File: config.mk
export PLATFORM = sky130hd
export DESIGN_NAME = gpio_datapath_strap_regs
export DESIGN_NICKNAME = d
export VERILOG_FILES = /design/src/gpio_datapath_pkg.sv /design/src/gpio_datapath_strap_regs.sv /design/src/io_pin_ctrl.sv /design/src/strap_level_tracker.sv
export VERILOG_INCLUDE_DIRS = /design/src
export SDC_FILE = /design/constraint.sdc
export NUM_CORES = 1
export LEC_CHECK = 0
export ABC_CLOCK_PERIOD_IN_PS = 2150
export BUFFER_PORTS_ARGS = -buffer_cell sky130_fd_sc_hd__buf_2
export CAP_MARGIN = 20
export CORE_ASPECT_RATIO = 0.9
export CORE_UTILIZATION = 45
export DETAILED_ROUTE_END_ITERATION = 8
export MAX_ROUTING_LAYER = met4
export PLACE_DENSITY = 0.7
export SLEW_MARGIN = 25
export SYNTH_ARGS = -nofsm -noshare
export SYNTH_HDL_FRONTEND = slang
export SYNTH_HIERARCHICAL = 1
export SYNTH_SLANG_ARGS = --single-unit
File: constraint.sdc
create_clock -name ref_clk -period 2.15 [get_ports ref_clk]
set_clock_uncertainty 0.2 [all_clocks]
set_input_delay 0.43 -clock ref_clk [delete_from_list [all_inputs] [get_ports ref_clk]]
set_output_delay 0.43 -clock ref_clk [all_outputs]
set_load 0.03 [all_outputs]
File: src/gpio_datapath_params.svh
// offsets, field positions, reset values and timing of the control bank
//
// How it works
// - each two-bit io mode picks functional in, hi-z, driven out, or read in
// - output value bit drives its pin only in driven-out mode, default low
// - pass-through bit forwards pixels whatever the data-enable level
// - pass-through also disables content cipher and blocks packet audio
// - polarity bit zero means data-enable high active, one means low active
// - repeater audio source: video pins when zero, audio pins when one
// - override bit set takes second audio channel enable from bit zero
// - colour depth bit: zero is 24-bit video, one is 18-bit video
// - transport bit: zero data-island audio, one audio inside link frame
// - bit zero enables second audio channel from the aux audio pin
// - repeater may replace second channel enable with in-band detection
// - strap one done bit reads one once its level is stable and latched
// - bits 6:4 return the decoded level of strap one
// - strap zero done bit reads one once its level is stable and latched
// - bits 2:0 return the decoded level of strap zero
`ifndef GPIO_DATAPATH_PARAMS_SVH
`define GPIO_DATAPATH_PARAMS_SVH

// ----------------------------------------------------------------------
// register offsets and reset values
// ----------------------------------------------------------------------
`define OFF_IO_CFG       8'h11
`define OFF_PATH_CTRL    8'h12
`define OFF_STRAP_STAT   8'h13
`define RST_IO_CFG       8'h00
`define RST_PATH_CTRL    8'h00
`define RST_STRAP_STAT   8'h88
`define WMASK_IO_CFG     8'hbb
`define WMASK_PATH_CTRL  8'h7f

// ----------------------------------------------------------------------
// field positions
// ----------------------------------------------------------------------
`define IO8_VAL_BIT      7
`define IO8_MODE_LO      4
`define IO7_VAL_BIT      3
`define IO7_MODE_LO      0
`define PASS_RGB_BIT     6
`define DE_POL_BIT       5
`define AUD_REGEN_BIT    4
`define AUX_OVR_BIT      3
`define VID18_BIT        2
`define AUD_FRAME_BIT    1
`define AUX_EN_BIT       0
`define STRAP1_DONE_BIT  7
`define STRAP1_DEC_LO    4
`define STRAP0_DONE_BIT  3
`define STRAP0_DEC_LO    0

// ----------------------------------------------------------------------
// timing
// ----------------------------------------------------------------------
`define CLK_PERIOD_NS    40
`define STRAP_SETTLE_NS  1000
`define STRAP_SETTLE_CYC \
    ((`STRAP_SETTLE_NS + `CLK_PERIOD_NS - 1) / `CLK_PERIOD_NS)

`endif

File: src/gpio_datapath_pkg.sv
// types shared by the control bank and its helpers
package gpio_datapath_pkg;

    // io pin mode field encodings
    typedef enum logic [1:0] {
        MODE_FUNC_IN = 2'b00,
        MODE_HIZ     = 2'b10,
        MODE_DRIVE   = 2'b01,
        MODE_READ    = 2'b11
    } io_mode_e;

    // strap tracker states, one-hot
    typedef enum logic [1:0] {
        ST_LOCKED   = 2'b01,
        ST_SETTLING = 2'b10
    } strap_state_e;

endpackage : gpio_datapath_pkg

File: src/gpio_datapath_strap_regs.sv
// io config, video/audio path control and strap status register bank
`timescale 1ns/100ps
`include "gpio_datapath_params.svh"
module gpio_datapath_strap_regs
    import gpio_datapath_pkg::*;
(
    input  wire logic        ref_clk,
    input  wire logic        reset_n,
    input  wire logic        clkEn,
    // register port from the serial control bus
    input  wire logic [7:0]  regAddr,
    input  wire logic        regWrite,
    input  wire logic [7:0]  regWrData,
    input  wire logic        regRead,
    output logic [7:0]       regRdData,
    output logic             regRdValid,
    // general io seven pin
    input  wire logic        ioSevenPinIn,
    output logic             ioSevenPinOut,
    output logic             ioSevenPinOeN,
    output logic             ioSevenFuncIn,
    output logic             ioSevenReadValue,
    // general io eight pin
    input  wire logic        ioEightPinIn,
    output logic             ioEightPinOut,
    output logic             ioEightPinOeN,
    output logic             ioEightFuncIn,
    output logic             ioEightReadValue,
    // strap decode levels
    input  wire logic [2:0]  strapZeroLevel,
    input  wire logic [2:0]  strapOneLevel,
    // pixel path
    input  wire logic        deIn,
    input  wire logic [23:0] pixelIn,
    output logic             pixelValid,
    output logic [23:0]      pixelOut,
    // audio path
    input  wire logic        repeaterMode,
    input  wire logic        inbandAuxDetect,
    input  wire logic        audioFromVideo,
    input  wire logic        audioFromPins,
    input  wire logic        auxAudioInputPin,
    output logic             audioData,
    output logic             auxAudioData,
    output logic             auxAudioEnable,
    output logic             audioInFrame,
    output logic             packetAudioBlock,
    // path status seen by the video core
    output logic             cipherDisable,
    output logic             videoEighteenBit,
    output logic             deActiveLow
);

    // ------------------------------------------------------------------
    // storage
    // ------------------------------------------------------------------
    // writable registers, read port next values
    logic [7:0]  ioCfg, next_ioCfg;
    logic [7:0]  pathCtrl, next_pathCtrl;
    logic [7:0]  next_regRdData;
    logic        next_regRdValid;
    logic [7:0]  strapStatus;

    // tracker results
    logic        strapZeroDone;
    logic        strapOneDone;
    logic [2:0]  strapZeroDecode;
    logic [2:0]  strapOneDecode;

    // field taps and pixel shaping
    logic        passRgb;
    logic        audioRegen;
    logic        auxOverride;
    logic        auxEnableBit;
    logic        deQualified;
    logic        forwardPixel;
    logic [23:0] depthPixel;
    logic        auxEnableSel;

    // next values of path outputs
    logic        next_pixelValid;
    logic [23:0] next_pixelOut;
    logic        next_audioData;
    logic        next_auxAudioData;

    // ------------------------------------------------------------------
    // register writes
    // ------------------------------------------------------------------

    // masks keep reserved bits at zero;
    // status or stray offsets match nothing
    // only writable bits of mapped rw registers change
    always_comb begin
        next_ioCfg    = ioCfg;
        next_pathCtrl = pathCtrl;
        if (regWrite) begin
            if (regAddr == `OFF_IO_CFG) begin
                next_ioCfg = regWrData & `WMASK_IO_CFG;
            end else if (regAddr == `OFF_PATH_CTRL) begin
                next_pathCtrl = regWrData & `WMASK_PATH_CTRL;
            end
        end
    end

    // configuration registers, frozen while the clock enable is low
    // reset returns both to zero
    always_ff @(posedge ref_clk or negedge reset_n) begin
        if (!reset_n) begin
            ioCfg    <= `RST_IO_CFG;
            pathCtrl <= `RST_PATH_CTRL;
        end else if (clkEn) begin
            ioCfg    <= next_ioCfg;
            pathCtrl <= next_pathCtrl;
        end
    end

    // ------------------------------------------------------------------
    // strap status
    // ------------------------------------------------------------------

    // one settle time for both trackers;
    // a moving strap never relatches
    // strap one tracking
    strap_level_tracker #(
        .SETTLE (`STRAP_SETTLE_CYC)
    ) u_strap_one (
        .ref_clk (ref_clk),
        .reset_n (reset_n),
        .clkEn   (clkEn),
        .levelIn (strapOneLevel),
        .done    (strapOneDone),
        .decode  (strapOneDecode)
    );

    // same tracker for strap zero
    // strap zero tracking
    strap_level_tracker #(
        .SETTLE (`STRAP_SETTLE_CYC)
    ) u_strap_zero (
        .ref_clk (ref_clk),
        .reset_n (reset_n),
        .clkEn   (clkEn),
        .levelIn (strapZeroLevel),
        .done    (strapZeroDone),
        .decode  (strapZeroDecode)
    );

    // decode holds the old level while settling
    // status word assembled from the trackers, never written
    always_comb begin
        strapStatus = 8'h00;
        strapStatus[`STRAP1_DONE_BIT] = strapOneDone;
        strapStatus[`STRAP1_DEC_LO +: 3] = strapOneDecode;
        strapStatus[`STRAP0_DONE_BIT] = strapZeroDone;
        strapStatus[`STRAP0_DEC_LO +: 3] = strapZeroDecode;
    end

    // ------------------------------------------------------------------
    // register reads
    // ------------------------------------------------------------------

    // registered read: decode stays off the bus
    // path; a read while clkEn is low is lost
    // unmapped addresses and reserved bits read zero
    always_comb begin
        next_regRdValid = regRead;
        next_regRdData  = regRdData;
        if (regRead) begin
            if (regAddr == `OFF_IO_CFG) begin
                next_regRdData = ioCfg;
            end else if (regAddr == `OFF_PATH_CTRL) begin
                next_regRdData = pathCtrl;
            end else if (regAddr == `OFF_STRAP_STAT) begin
                next_regRdData = strapStatus;
            end else begin
                next_regRdData = 8'h00;
            end
        end
    end

    // read data holds until the next read; a same-cycle write shows later
    // valid pulses once per accepted read
    always_ff @(posedge ref_clk or negedge reset_n) begin
        if (!reset_n) begin
            regRdData  <= 8'h00;
            regRdValid <= 1'b0;
        end else if (clkEn) begin
            regRdData  <= next_regRdData;
            regRdValid <= next_regRdValid;
        end
    end

    // ------------------------------------------------------------------
    // general io pins
    // ------------------------------------------------------------------

    // pad drivers sit outside this block
    // io seven from bits 3 and 1:0
    io_pin_ctrl u_io_seven (
        .ref_clk   (ref_clk),
        .reset_n   (reset_n),
        .clkEn     (clkEn),
        .mode      (ioCfg[`IO7_MODE_LO +: 2]),
        .outValue  (ioCfg[`IO7_VAL_BIT]),
        .pinIn     (ioSevenPinIn),
        .pinOut    (ioSevenPinOut),
        .pinOeN    (ioSevenPinOeN),
        .funcIn    (ioSevenFuncIn),
        .readValue (ioSevenReadValue)
    );

    // same pin logic for io eight
    // io eight from bits 7 and 5:4
    io_pin_ctrl u_io_eight (
        .ref_clk   (ref_clk),
        .reset_n   (reset_n),
        .clkEn     (clkEn),
        .mode      (ioCfg[`IO8_MODE_LO +: 2]),
        .outValue  (ioCfg[`IO8_VAL_BIT]),
        .pinIn     (ioEightPinIn),
        .pinOut    (ioEightPinOut),
        .pinOeN    (ioEightPinOeN),
        .funcIn    (ioEightFuncIn),
        .readValue (ioEightReadValue)
    );

    // ------------------------------------------------------------------
    // path control decode
    // ------------------------------------------------------------------

    // plain wires: a write acts from the next
    // edge, the whole byte at once
    // plain field taps of the path control register
    assign passRgb      = pathCtrl[`PASS_RGB_BIT];
    assign audioRegen   = pathCtrl[`AUD_REGEN_BIT];
    assign auxOverride  = pathCtrl[`AUX_OVR_BIT];
    assign auxEnableBit = pathCtrl[`AUX_EN_BIT];

    // status bits follow the register
    // polarity of data enable
    assign deActiveLow = pathCtrl[`DE_POL_BIT];

    // depth flag goes to the video core
    // colour depth select
    assign videoEighteenBit = pathCtrl[`VID18_BIT];

    assign audioInFrame = pathCtrl[`AUD_FRAME_BIT];

    // cipher only flagged here; packet audio also gated below
    // pass-through stops cipher and packet audio
    assign cipherDisable    = passRgb;
    assign packetAudioBlock = passRgb;

    // non-repeater ignores in-band detection;
    // override set lets software decide
    // second audio channel enable source
    always_comb begin
        if (repeaterMode && !auxOverride) begin
            auxEnableSel = inbandAuxDetect;
        end else begin
            auxEnableSel = auxEnableBit;
        end
    end
    assign auxAudioEnable = auxEnableSel;

    // ------------------------------------------------------------------
    // pixel path
    // ------------------------------------------------------------------

    // the xor serves both enable polarities;
    // 18-bit keeps six upper bits per lane
    // qualify data enable and shape colour depth
    always_comb begin
        deQualified  = deIn ^ deActiveLow;
        forwardPixel = passRgb || deQualified;
        depthPixel   = pixelIn;
        // 18-bit drops two low bits per colour
        if (videoEighteenBit) begin
            depthPixel[1:0]   = 2'h0;
            depthPixel[9:8]   = 2'h0;
            depthPixel[17:16] = 2'h0;
        end
        next_pixelValid = forwardPixel;
        // blanked pixels go out as zero so idle data is not leaked
        next_pixelOut   = forwardPixel ? depthPixel : 24'h000000;
    end

    // one stage keeps pixel and audio aligned
    // one register stage on the pixel path
    always_ff @(posedge ref_clk or negedge reset_n) begin
        if (!reset_n) begin
            pixelValid <= 1'b0;
            pixelOut   <= 24'h000000;
        end else if (clkEn) begin
            pixelValid <= next_pixelValid;
            pixelOut   <= next_pixelOut;
        end
    end

    // ------------------------------------------------------------------
    // audio path
    // ------------------------------------------------------------------

    // pass-through gating beats source choice;
    // gate before the flop avoids glitches
    // select and gate the serial audio lines
    always_comb begin
        if (repeaterMode && audioRegen) begin
            next_audioData = audioFromPins;
        end else begin
            next_audioData = audioFromVideo;
        end
        // packet audio held low in pass-through
        if (passRgb) begin
            next_audioData = 1'b0;
        end
        // aux channel from its pin only when enabled
        next_auxAudioData = (auxEnableSel && !passRgb) ?
                            auxAudioInputPin : 1'b0;
    end

    // audio lines are registered to line up with the pixel stage
    always_ff @(posedge ref_clk or negedge reset_n) begin
        if (!reset_n) begin
            audioData    <= 1'b0;
            auxAudioData <= 1'b0;
        end else if (clkEn) begin
            audioData    <= next_audioData;
            auxAudioData <= next_auxAudioData;
        end
    end

endmodule : gpio_datapath_strap_regs

File: src/io_pin_ctrl.sv
// one general io pin: mode decode, pin drive and readback
`timescale 1ns/100ps
module io_pin_ctrl
    import gpio_datapath_pkg::*;
(
    input  wire logic       ref_clk,
    input  wire logic       reset_n,
    input  wire logic       clkEn,
    input  wire logic [1:0] mode,
    input  wire logic       outValue,
    input  wire logic       pinIn,
    output logic            pinOut,
    output logic            pinOeN,
    output logic            funcIn,
    output logic            readValue
);
    logic next_funcIn;
    logic next_readValue;

    always_comb begin
        pinOut         = (mode == MODE_DRIVE) ? outValue : 1'b0;
        pinOeN         = (mode != MODE_DRIVE);
        next_funcIn    = (mode == MODE_FUNC_IN) ? pinIn : 1'b0;
        next_readValue = (mode == MODE_READ) ? pinIn : readValue;
    end

    // readback holds its last value outside read mode
    always_ff @(posedge ref_clk or negedge reset_n) begin
        if (!reset_n) begin
            funcIn    <= 1'b0;
            readValue <= 1'b0;
        end else if (clkEn) begin
            funcIn    <= next_funcIn;
            readValue <= next_readValue;
        end
    end
endmodule : io_pin_ctrl

File: src/strap_level_tracker.sv
// latches a decoded strap level once it has held still long enough
`timescale 1ns/100ps
module strap_level_tracker
    import gpio_datapath_pkg::*;
#(
    parameter int SETTLE = 25
) (
    input  wire logic       ref_clk,
    input  wire logic       reset_n,
    input  wire logic       clkEn,
    input  wire logic [2:0] levelIn,
    output logic            done,
    output logic [2:0]      decode
);
    strap_state_e state, next_state;
    logic [7:0]   count, next_count;
    logic [2:0]   cand, next_cand, next_decode;
    logic         next_done;

    // a change drops done until the new level has settled
    always_comb begin
        next_state  = state;
        next_count  = count;
        next_cand   = cand;
        next_decode = decode;
        next_done   = done;
        case (state)
            ST_LOCKED: begin
                if (levelIn != decode) begin
                    next_state = ST_SETTLING;
                    next_cand  = levelIn;
                    next_count = 8'h00;
                    next_done  = 1'b0;
                end
            end
            ST_SETTLING: begin
                if (levelIn != cand) begin
                    next_cand  = levelIn;
                    next_count = 8'h00;
                end else if (count == 8'(SETTLE - 1)) begin
                    next_state  = ST_LOCKED;
                    next_decode = cand;
                    next_done   = 1'b1;
                end else begin
                    next_count = count + 8'h01;
                end
            end
            default: next_state = ST_LOCKED;
        endcase
    end

    // done starts set to match the status reset value
    always_ff @(posedge ref_clk or negedge reset_n) begin
        if (!reset_n) begin
            state  <= ST_LOCKED;
            count  <= 8'h00;
            cand   <= 3'h0;
            decode <= 3'h0;
            done   <= 1'b1;
        end else if (clkEn) begin
            state  <= next_state;
            count  <= next_count;
            cand   <= next_cand;
            decode <= next_decode;
            done   <= next_done;
        end
    end
endmodule : strap_level_tracker

==> Word level (Yosys, flattened, before mapping) <==
Cells that the tools add are included.
{ "totals": {"out_inout_bits": 50, "mem_bits_ro": 0, "wordCells": 127, "memories": 0, "latchBits": 0, "regBits": 87, "ramBits": 0, "inputBits": 59} }
{ "classes": {"multipliers": 0, "bitwise": 4, "n_lt_le_gt_ge": 0, "n_reduce_logical": 25, "mux": 45, "n_div": 0, "shift": 0, "eq_ne": 29, "add_sub_neg": 2} }
{ "ops": {"columns": ["op", "count"], "rows": [
  ["$mux 8", 9],
  ["$eq 8x5->1 const B", 5],
  ["$reduce_and 4->1", 9],
  ["$pmux 8 s2", 2],
  ["$mux 24", 1],
  ["$mux 2", 9],
  ["$add 8x1->8 const B", 2],
  ["$ne 2x1->1 const B", 8],
  ["$mux 1", 14],
  ["$mux 3", 4],
  ["$ne 3x3->1", 4],
  ["$pmux 3 s2", 2],
  ["$reduce_and 5->1", 2],
  ["$eq 2x1->1 const B", 4],
  ["$eq 2x2->1 const B", 4],
  ["$pmux 2 s2", 2],
  ["$ne 3x2->1 const B", 2],
  ["$reduce_and 2->1", 3],
  ["$logic_not 2->1", 2],
  ["$ne 2x2->1 const B", 2],
  ["$pmux 1 s2", 2],
  ["$reduce_bool 2->1", 2],
  ["$logic_and 1x1->1", 3],
  ["$not 1->1", 3],
  ["other kinds (4)", 5]
]} }

==> Longest topological paths before layout <==
Gate-level depths: netlist of the first run.
{ "depth": {"word_depth": 5, "ltp_mapped": 6} }

==> Hierarchy <==
The synthesis of the first run kept the hierarchy.
{ "modules_own_cells": {"columns": ["mod", "area_each_um2", "cells_per_inst", "n_inst"], "rows": [
  ["gpio_datapath_strap_regs", 2039.5, 151, 1],
  ["strap_level_tracker at u_strap_zero", 1026.0, 95, 1],
  ["strap_level_tracker at u_strap_one", 984.7, 93, 1],
  ["io_pin_ctrl", 96.3, 10, 2]
]} }

==> Least setup slack after synthesis of the first run <==
OpenSTA, ideal clock, no wires.
{ "synth_path": {"path_kind": "input -> register", "startpoint": "input port regAddr[5]", "endpoint": "register pathCtrl[0]", "arrival_time_ns": 1.689, "setup_time_ns": 0.125, "required_ns": 1.825, "stages": 3, "setup_slack_ns": 0.136, "path_cell_list": "or4b_4 > nor3_4 > mux2_2"} }
{ "synth_via": {"elab_chain_len": 3, "elab_cells_between_ends": 4} }
{ "synth_rtl": {"columns": ["element", "line_no", "text"], "rows": [
  ["start: declaration", "gpio_datapath_strap_regs.sv:11", "input wire logic [7:0] regAddr,"],
  ["$eq 8x5->1 (no line)", null, null],
  ["$not 1->1 (no line)", null, null],
  ["$reduce_and 4->1 (no line) (*)", null, null],
  ["end signal: assignment", "gpio_datapath_strap_regs.sv:110", "pathCtrl <= `RST_PATH_CTRL;"],
  ["end signal: assignment", "gpio_datapath_strap_regs.sv:113", "pathCtrl <= next_pathCtrl;"],
  ["end: declaration", "gpio_datapath_strap_regs.sv:59", "logic [7:0] pathCtrl, next_pathCtrl;"]
]} }
Mark *: on every way between the ends. The rest lies on a longest branch, timed or not.
A chain may end at the register's enable or synchronous reset.

==> Worst setup path in the final report of the first run <==
{ "layout_path": {"startpoint": "register pathCtrl[3]", "endpoint": "output port auxAudioEnable"} }
{ "layout_via": {"elab_chain_len": 3} }
{ "layout_rtl": {"columns": ["element", "line_no", "text"], "rows": [
  ["$logic_not 1->1", "gpio_datapath_strap_regs.sv:258", "if (repeaterMode && !auxOverride) begin"],
  ["$logic_and 1x1->1", "gpio_datapath_strap_regs.sv:258", null],
  ["$mux 1", "gpio_datapath_strap_regs.sv:258", null],
  ["end: declaration", "gpio_datapath_strap_regs.sv:45", "output logic auxAudioEnable,"]
]} }
No other way between the ends.

==> metrics.cfg, run 1 <==
[die]
core_area_um2 = 9130
initial_core_util = 0.465
fp-row-count = 33
dieHeight_um = 94.1
die_w_um = 104
die_area_um2 = 9820
ios = 109

[yosys]
synth_top_area_frac = 0.490
synth.distinct_cells = 56
syn_area_um2 = 4240
synthArstFlopShare = 1.00
synth_ff_type = dfrtp_1
yosys-top-cells-count = dfrtp_1 (83), mux2_2 (28), a22o_1 (27)
avgSynthCellArea_um2 = 11.8
ys_warn_count = 6
syn_inst = 359
ys_top_cells_by_area = dfrtp_1 (49%), mux2_2 (7.4%), a22o_1 (5.6%)
synth_edf_count = 0
ys_seq_area_frac = 0.514
synth.most_common_cell = dfrtp_1
syn_nets = 422
synth_seq_cells = 87
yosys.area.top_type = dfrtp_1

[route]
first_pass_iters = 5
ant_nets = 0
avgRoutedWirePerCell_um = 16.6
drc_errors = 0
wl_mm = 10.0
vias_per_cell = 5.61
vias = 3392
drt_iter0_drc = 195

[clock_network]
cts_sinks = 87
cts_tree = yes
clockBufferDepth = 2
clock_latency_ns = 0.36
htreeDepth = 3
cts_setup_buffers = 0
cts_root_buf = clkbuf_8
path_clk_slew_ns = 0.09
cts_inserted_buffers = 9

[timing]
drv_slew = 0
rsz0062_at_grt = no
period_needed_ns = 2.10
setup_viol = 0
relSlewSlack = 0.557
post-route-period-util = 0.975
worst_slack_ns = 0.0537
final_hold_viol_count = 0
tightest_slew_ns = 0.665
fmax_mhz = 477

[global_route]
grt_pass1_wl_mm = 16.6
grt_usage = 0.222
antenna_found_initial = 0
grt_pass1_vias = 3331
gr-total-overflow = 0
grt_max_degree = 54

[worst_setup_path]
cp.required_ns = 1.52
critPathKind = register to output port
slowest_stage = dfrtp_1
crit_family = flip-flops
critPathArrivalTime_ns = 1.47
cp-end-kind = output port
crit_chain = nor2b_1 > mux2_2 > buf_2
path_max_fanout = 3
slowest_delay_ns = 0.41
critPathLaunchType = register
crit_buf_inv = 1

[placement]
place_area_um2 = 5000
dp_slack_ns = -0.0812
portBuffers = 108
place_congestion = 0.833
dp_hpwl_mm = 7.39
placed_cells = 588

[cells_and_area]
n_fill_cell = 773
finalNetCount = 541
drive_gt1_frac = 0.395
syn_to_final_growth_pct = 22.8
num_antenna_cells = 0
postLayoutCellArea_um2 = 5210
final_cell_count_no_fill = 605

[power_and_ir_drop]
powerDensity_nw_per_um2 = 817
power.leakage_uw = 0.00251
peakVddDrop_mv = 0.479

[flow_run]
drv_cap = 0

[min_path]
hold_path.class = input pin to register

[status]
status = completed

layout make-up:
type,count,area (µm²),area share
multi-input combinational,235,1890,0.363
sequential,87,2180,0.419
timing repair buffer,123,696,0.134
tap,122,153,0.0293
clock inverter,3,25.0,0.00480
clock buffer,13,179,0.0343
inverter,22,82.6,0.0159
metal layers:
metal / share of wire / up-vias / track usage
met3: 0.051 / 9 / 0.0472
met5: 0 / - / -
met1: 0.47 / 1662 / 0.300
met2: 0.47 / 115 / 0.344
met4: 0.0095 / 0 / 0.0524
li1: - / 1606 / -
path summary, 6_finish.rpt:
| check | cells past startpoint | slack, ns | startpoint | endpoint |
|---|---|---|---|---|
| setup / recovery | 3 | 0.05 | pathCtrl[3] | auxAudioEnable |
| hold reg to reg | 2 | 0.28 | regRdData[0] | regRdData[0] |
| hold / removal | 2 | 0.09 | pixelIn[14] | pixelOut[14] |
| setup reg to reg | 6 | 0.16 | u_strap_zero/count[0] | u_strap_zero/state[0] |
| max in group asynchronous | 3 | 0.84 | reset_n | u_strap_zero/state[0] |
| min in group asynchronous | 2 | 0.30 | reset_n | ioCfg[7] |
report_power, final:
part	switching [µW]	total, µW	internal [µW]
Sequential	169	1990	1820
Clock	595	1150	552
Combinational	615	1120	503
flip-flops by register name (all words and copies together) (netlist names):
name,cells
audioData,1
auxAudioData,1
ioCfg,6
pathCtrl,7
pixelOut,24
pixelValid,1
regRdData,8
regRdValid,1
u_io_eight/funcIn,1
u_io_eight/readValue,1
u_io_seven/funcIn,1
u_io_seven/readValue,1
u_strap_one/cand,3
u_strap_one/count,8
u_strap_one/decode,3
u_strap_one/done,1
u_strap_one/state,2
u_strap_zero/cand,3
u_strap_zero/count,8
u_strap_zero/decode,3
u_strap_zero/done,1
u_strap_zero/state,2
timing repair:
action / in CTS / in global routing
resized for setup: 0 / 0
endpoints found under the hold margin: 19 / 0
hold buffers: 1 / 0
metrics by stage:
stage | hold slack [ns] | power (µW) | util | setup TNS, ns
after global placement | 0.148 | 3100 | 0.548 | -0.257
after detailed placement | 0.146 | 3130 | 0.548 | -0.455
after floorplan | -0.0656 | 2770 | - | 0
final | 0.0866 | 4250 | 0.571 | 0
after global routing | 0.0675 | 4490 | 0.571 | 0
after CTS | 0.0733 | 4280 | 0.571 | 0
kinds of logic (layout without fill, tap and decap cells):
group | after synthesis | after routing | share of synthesized area
simple gates | 91 | 91 | 0.129
compound gates | 90 | 90 | 0.183
flops | 87 | 87 | 0.514
buf+inv | 37 | 161 | 0.0395
mux | 34 | 34 | 0.0896
xor+xnor | 16 | 16 | 0.0330
fa+ha+maj | 4 | 4 | 0.0118
cells in the final DEF, fill, tap and decap left out, drive strengths merged, types with 8 or more instances in the layout:
master / count
a22o: 29
buf: 122
clkbuf: 13
dfrtp: 83
inv: 22
mux2: 29
nand2: 17
nand3: 20
nor2: 10
nor3: 8
o211ai: 8
o21ai: 8
o221ai: 14
xnor2: 12
(Power assumes the default switching activity.)
==> run 2: changes to the inputs <==
--- a/config.mk
+++ b/config.mk
@@ -12,7 +12,6 @@
 export CORE_ASPECT_RATIO = 0.9
 export CORE_UTILIZATION = 45
 export DETAILED_ROUTE_END_ITERATION = 8
-export MAX_ROUTING_LAYER = met4
 export PLACE_DENSITY = 0.7
 export SLEW_MARGIN = 25
 export SYNTH_ARGS = -nofsm -noshare
==> run 2 against run 1 <==
Via count fell by 0.94%. Worst hold slack improved by 0.0011 ns. Worst setup slack improved by 0.0022 ns. Core utilization did not move. Wire length fell by 0.57%. Critical path depth did not move. Global-route usage fell by 0.65 points. Critical path type unchanged. Critical endpoint unchanged.
==> metrics.cfg, run 2 (synthesis results as in run 1) <==
[global_route]
antenna_found_initial = 0
grt_usage = 0.215
grt_pass1_wl_mm = 16.6
grt_pass1_vias = 3341
grt_max_degree = 54
gr-total-overflow = 0

[die]
initial_core_util = 0.465
ios = 109
die_w_um = 104
core_area_um2 = 9130
die_area_um2 = 9820
dieHeight_um = 94.1
fp-row-count = 33

[power_and_ir_drop]
clkPwrFrac = 0.269
netSwitchingFraction = 0.323
power.leakage_uw = 0.00251
fin_total_pwr_uw = 4250
seqPwrFrac = 0.468
internal-power_uw = 2880
peakVddDrop_mv = 0.478
combinationalPowerShare = 0.263
p_switching_uw = 1370
powerDensity_nw_per_um2 = 816

[worst_setup_path]
r2r-end = u_strap_one/decode[0]
critPathLaunchType = register
cp.required_ns = 1.52
cp-end-kind = output port
crit_family = flip-flops
path_max_fanout = 3
critPathArrivalTime_ns = 1.46
worstSetupPathDepth = 3
slowest_delay_ns = 0.41
cp-startpoint = pathCtrl[3]
reg2reg_depth = 6
slowest_stage = dfrtp_1
crit_chain = nor2b_1 > mux2_2 > buf_2
worstReg2RegStart = u_strap_one/count[0]
endpoint = auxAudioEnable
crit_buf_inv = 1
critPathKind = register to output port
ff2ff_setup_slack_ns = 0.14

[cells_and_area]
largest_register_ffs = 24
top_register = pixelOut
drive_gt1_frac = 0.395
num_antenna_cells = 0
syn_to_final_growth_pct = 22.8
finalNetCount = 541
final_common_cell = buf_2
final_cell_mix = buf_2 (107), dfrtp_1 (83), mux2_2 (28)

[route]
vias_per_cell = 5.55
wl_mm = 9.96
first_pass_iters = 6
vias = 3360
ant_nets = 0
drt_iter0_drc = 189
avgRoutedWirePerCell_um = 16.5
drc_errors = 0

[placement]
dp_hpwl_mm = 7.39
portBuffers = 108
place_congestion = 0.820

[clock_network]
cts_tree = yes
cts_root_buf = clkbuf_8
htreeDepth = 3
clock_latency_ns = 0.36
cts_inserted_buffers = 9
cts_sinks = 87
path_clk_slew_ns = 0.09
clockBufferDepth = 2
cts_resized = 0

[flow_run]
drv_cap = 0

[timing]
tightest_slew_ns = 0.678
setup_viol = 0
rsz0062_at_grt = no
final_hold_viol_count = 0
hold_slack_ns = 0.0877
fmax_mhz = 478
relSlewSlack = 0.548
period_needed_ns = 2.09
drv_slew = 0
setup_tns_ns = 0
post-route-period-util = 0.974

[min_path]
hold_path.class = input pin to register

[status]
status = completed

## run 2: cell counts in the layout (fill, tap and decap cells not counted)
Identical to the previous run, type by type.
## run 2: how the worst min path moves through the flow
| stage | startpoint | endpoint | slack [ns] | depth (start not counted) |
|---|---|---|---|---|
| finish | pixelIn[14] | pixelOut[14] | 0.09 | 2 |
| floorplan | reset_n | audioData | -0.07 | 0 |
| detailed placement | reset_n | regRdValid | 0.15 | 1 |
| global placement | reset_n | regRdValid | 0.15 | 1 |
| CTS | pixelIn[7] | pixelOut[7] | 0.07 | 2 |
| global route | pixelIn[18] | pixelOut[18] | 0.07 | 2 |
## run 2: final cells by class
| type | instances | area (µm²) |
|---|---|---|
| clock buffers | 13 | 179 |
| clock inverters | 3 | 25.0 |
| fillers | 773 | 3920 |
| inverters | 22 | 82.6 |
| multi-input cells | 235 | 1890 |
| flip-flops and latches | 87 | 2180 |
| well taps | 122 | 153 |
| repair buffers | 123 | 696 |
## run 2: repair_timing
action | CTS | global route
hold buffers | 1 | 0
hold endpoints to repair | 19 | 0
buffers inserted | 0 | 0
## run 2: worst reg2reg max path: stages, from the launching register on
cell,delay (ns)
dfrtp_1,0.42
inv_1,0.07
ha_1,0.14
nand4b_1,0.12
nor4_1,0.43
nand3_1,0.23
mux2_2,0.32
## run 2: stage by stage
stage                     instances  setup WS [ns]  instance area, µm²   util
after floorplan                 359          0.136                4240      -
after global placement          588        -0.0434                5000  0.548
after detailed placement        588        -0.0812                5000  0.548
after CTS                       605         0.0451                5210  0.571
after global routing            605         0.0129                5210  0.571
final                           605         0.0559                5210  0.571
## run 2: power by group through the flow
stage | sequential (µW) | combinational [µW] | clock, µW
finish | 1990 | 1120 | 1140
global route | 2020 | 1230 | 1240
CTS | 1990 | 1120 | 1170
detailed placement | 2020 | 1110 | 0
global placement | 2010 | 1090 | 0
floorplan | 2070 | 701 | 0
## run 2: routing by layer
metal  global-route usage  part of all wire
met5                    0                 0
met4               0.0595            0.0097
met3               0.0465             0.051
met2                0.346              0.47
met1                0.295              0.47
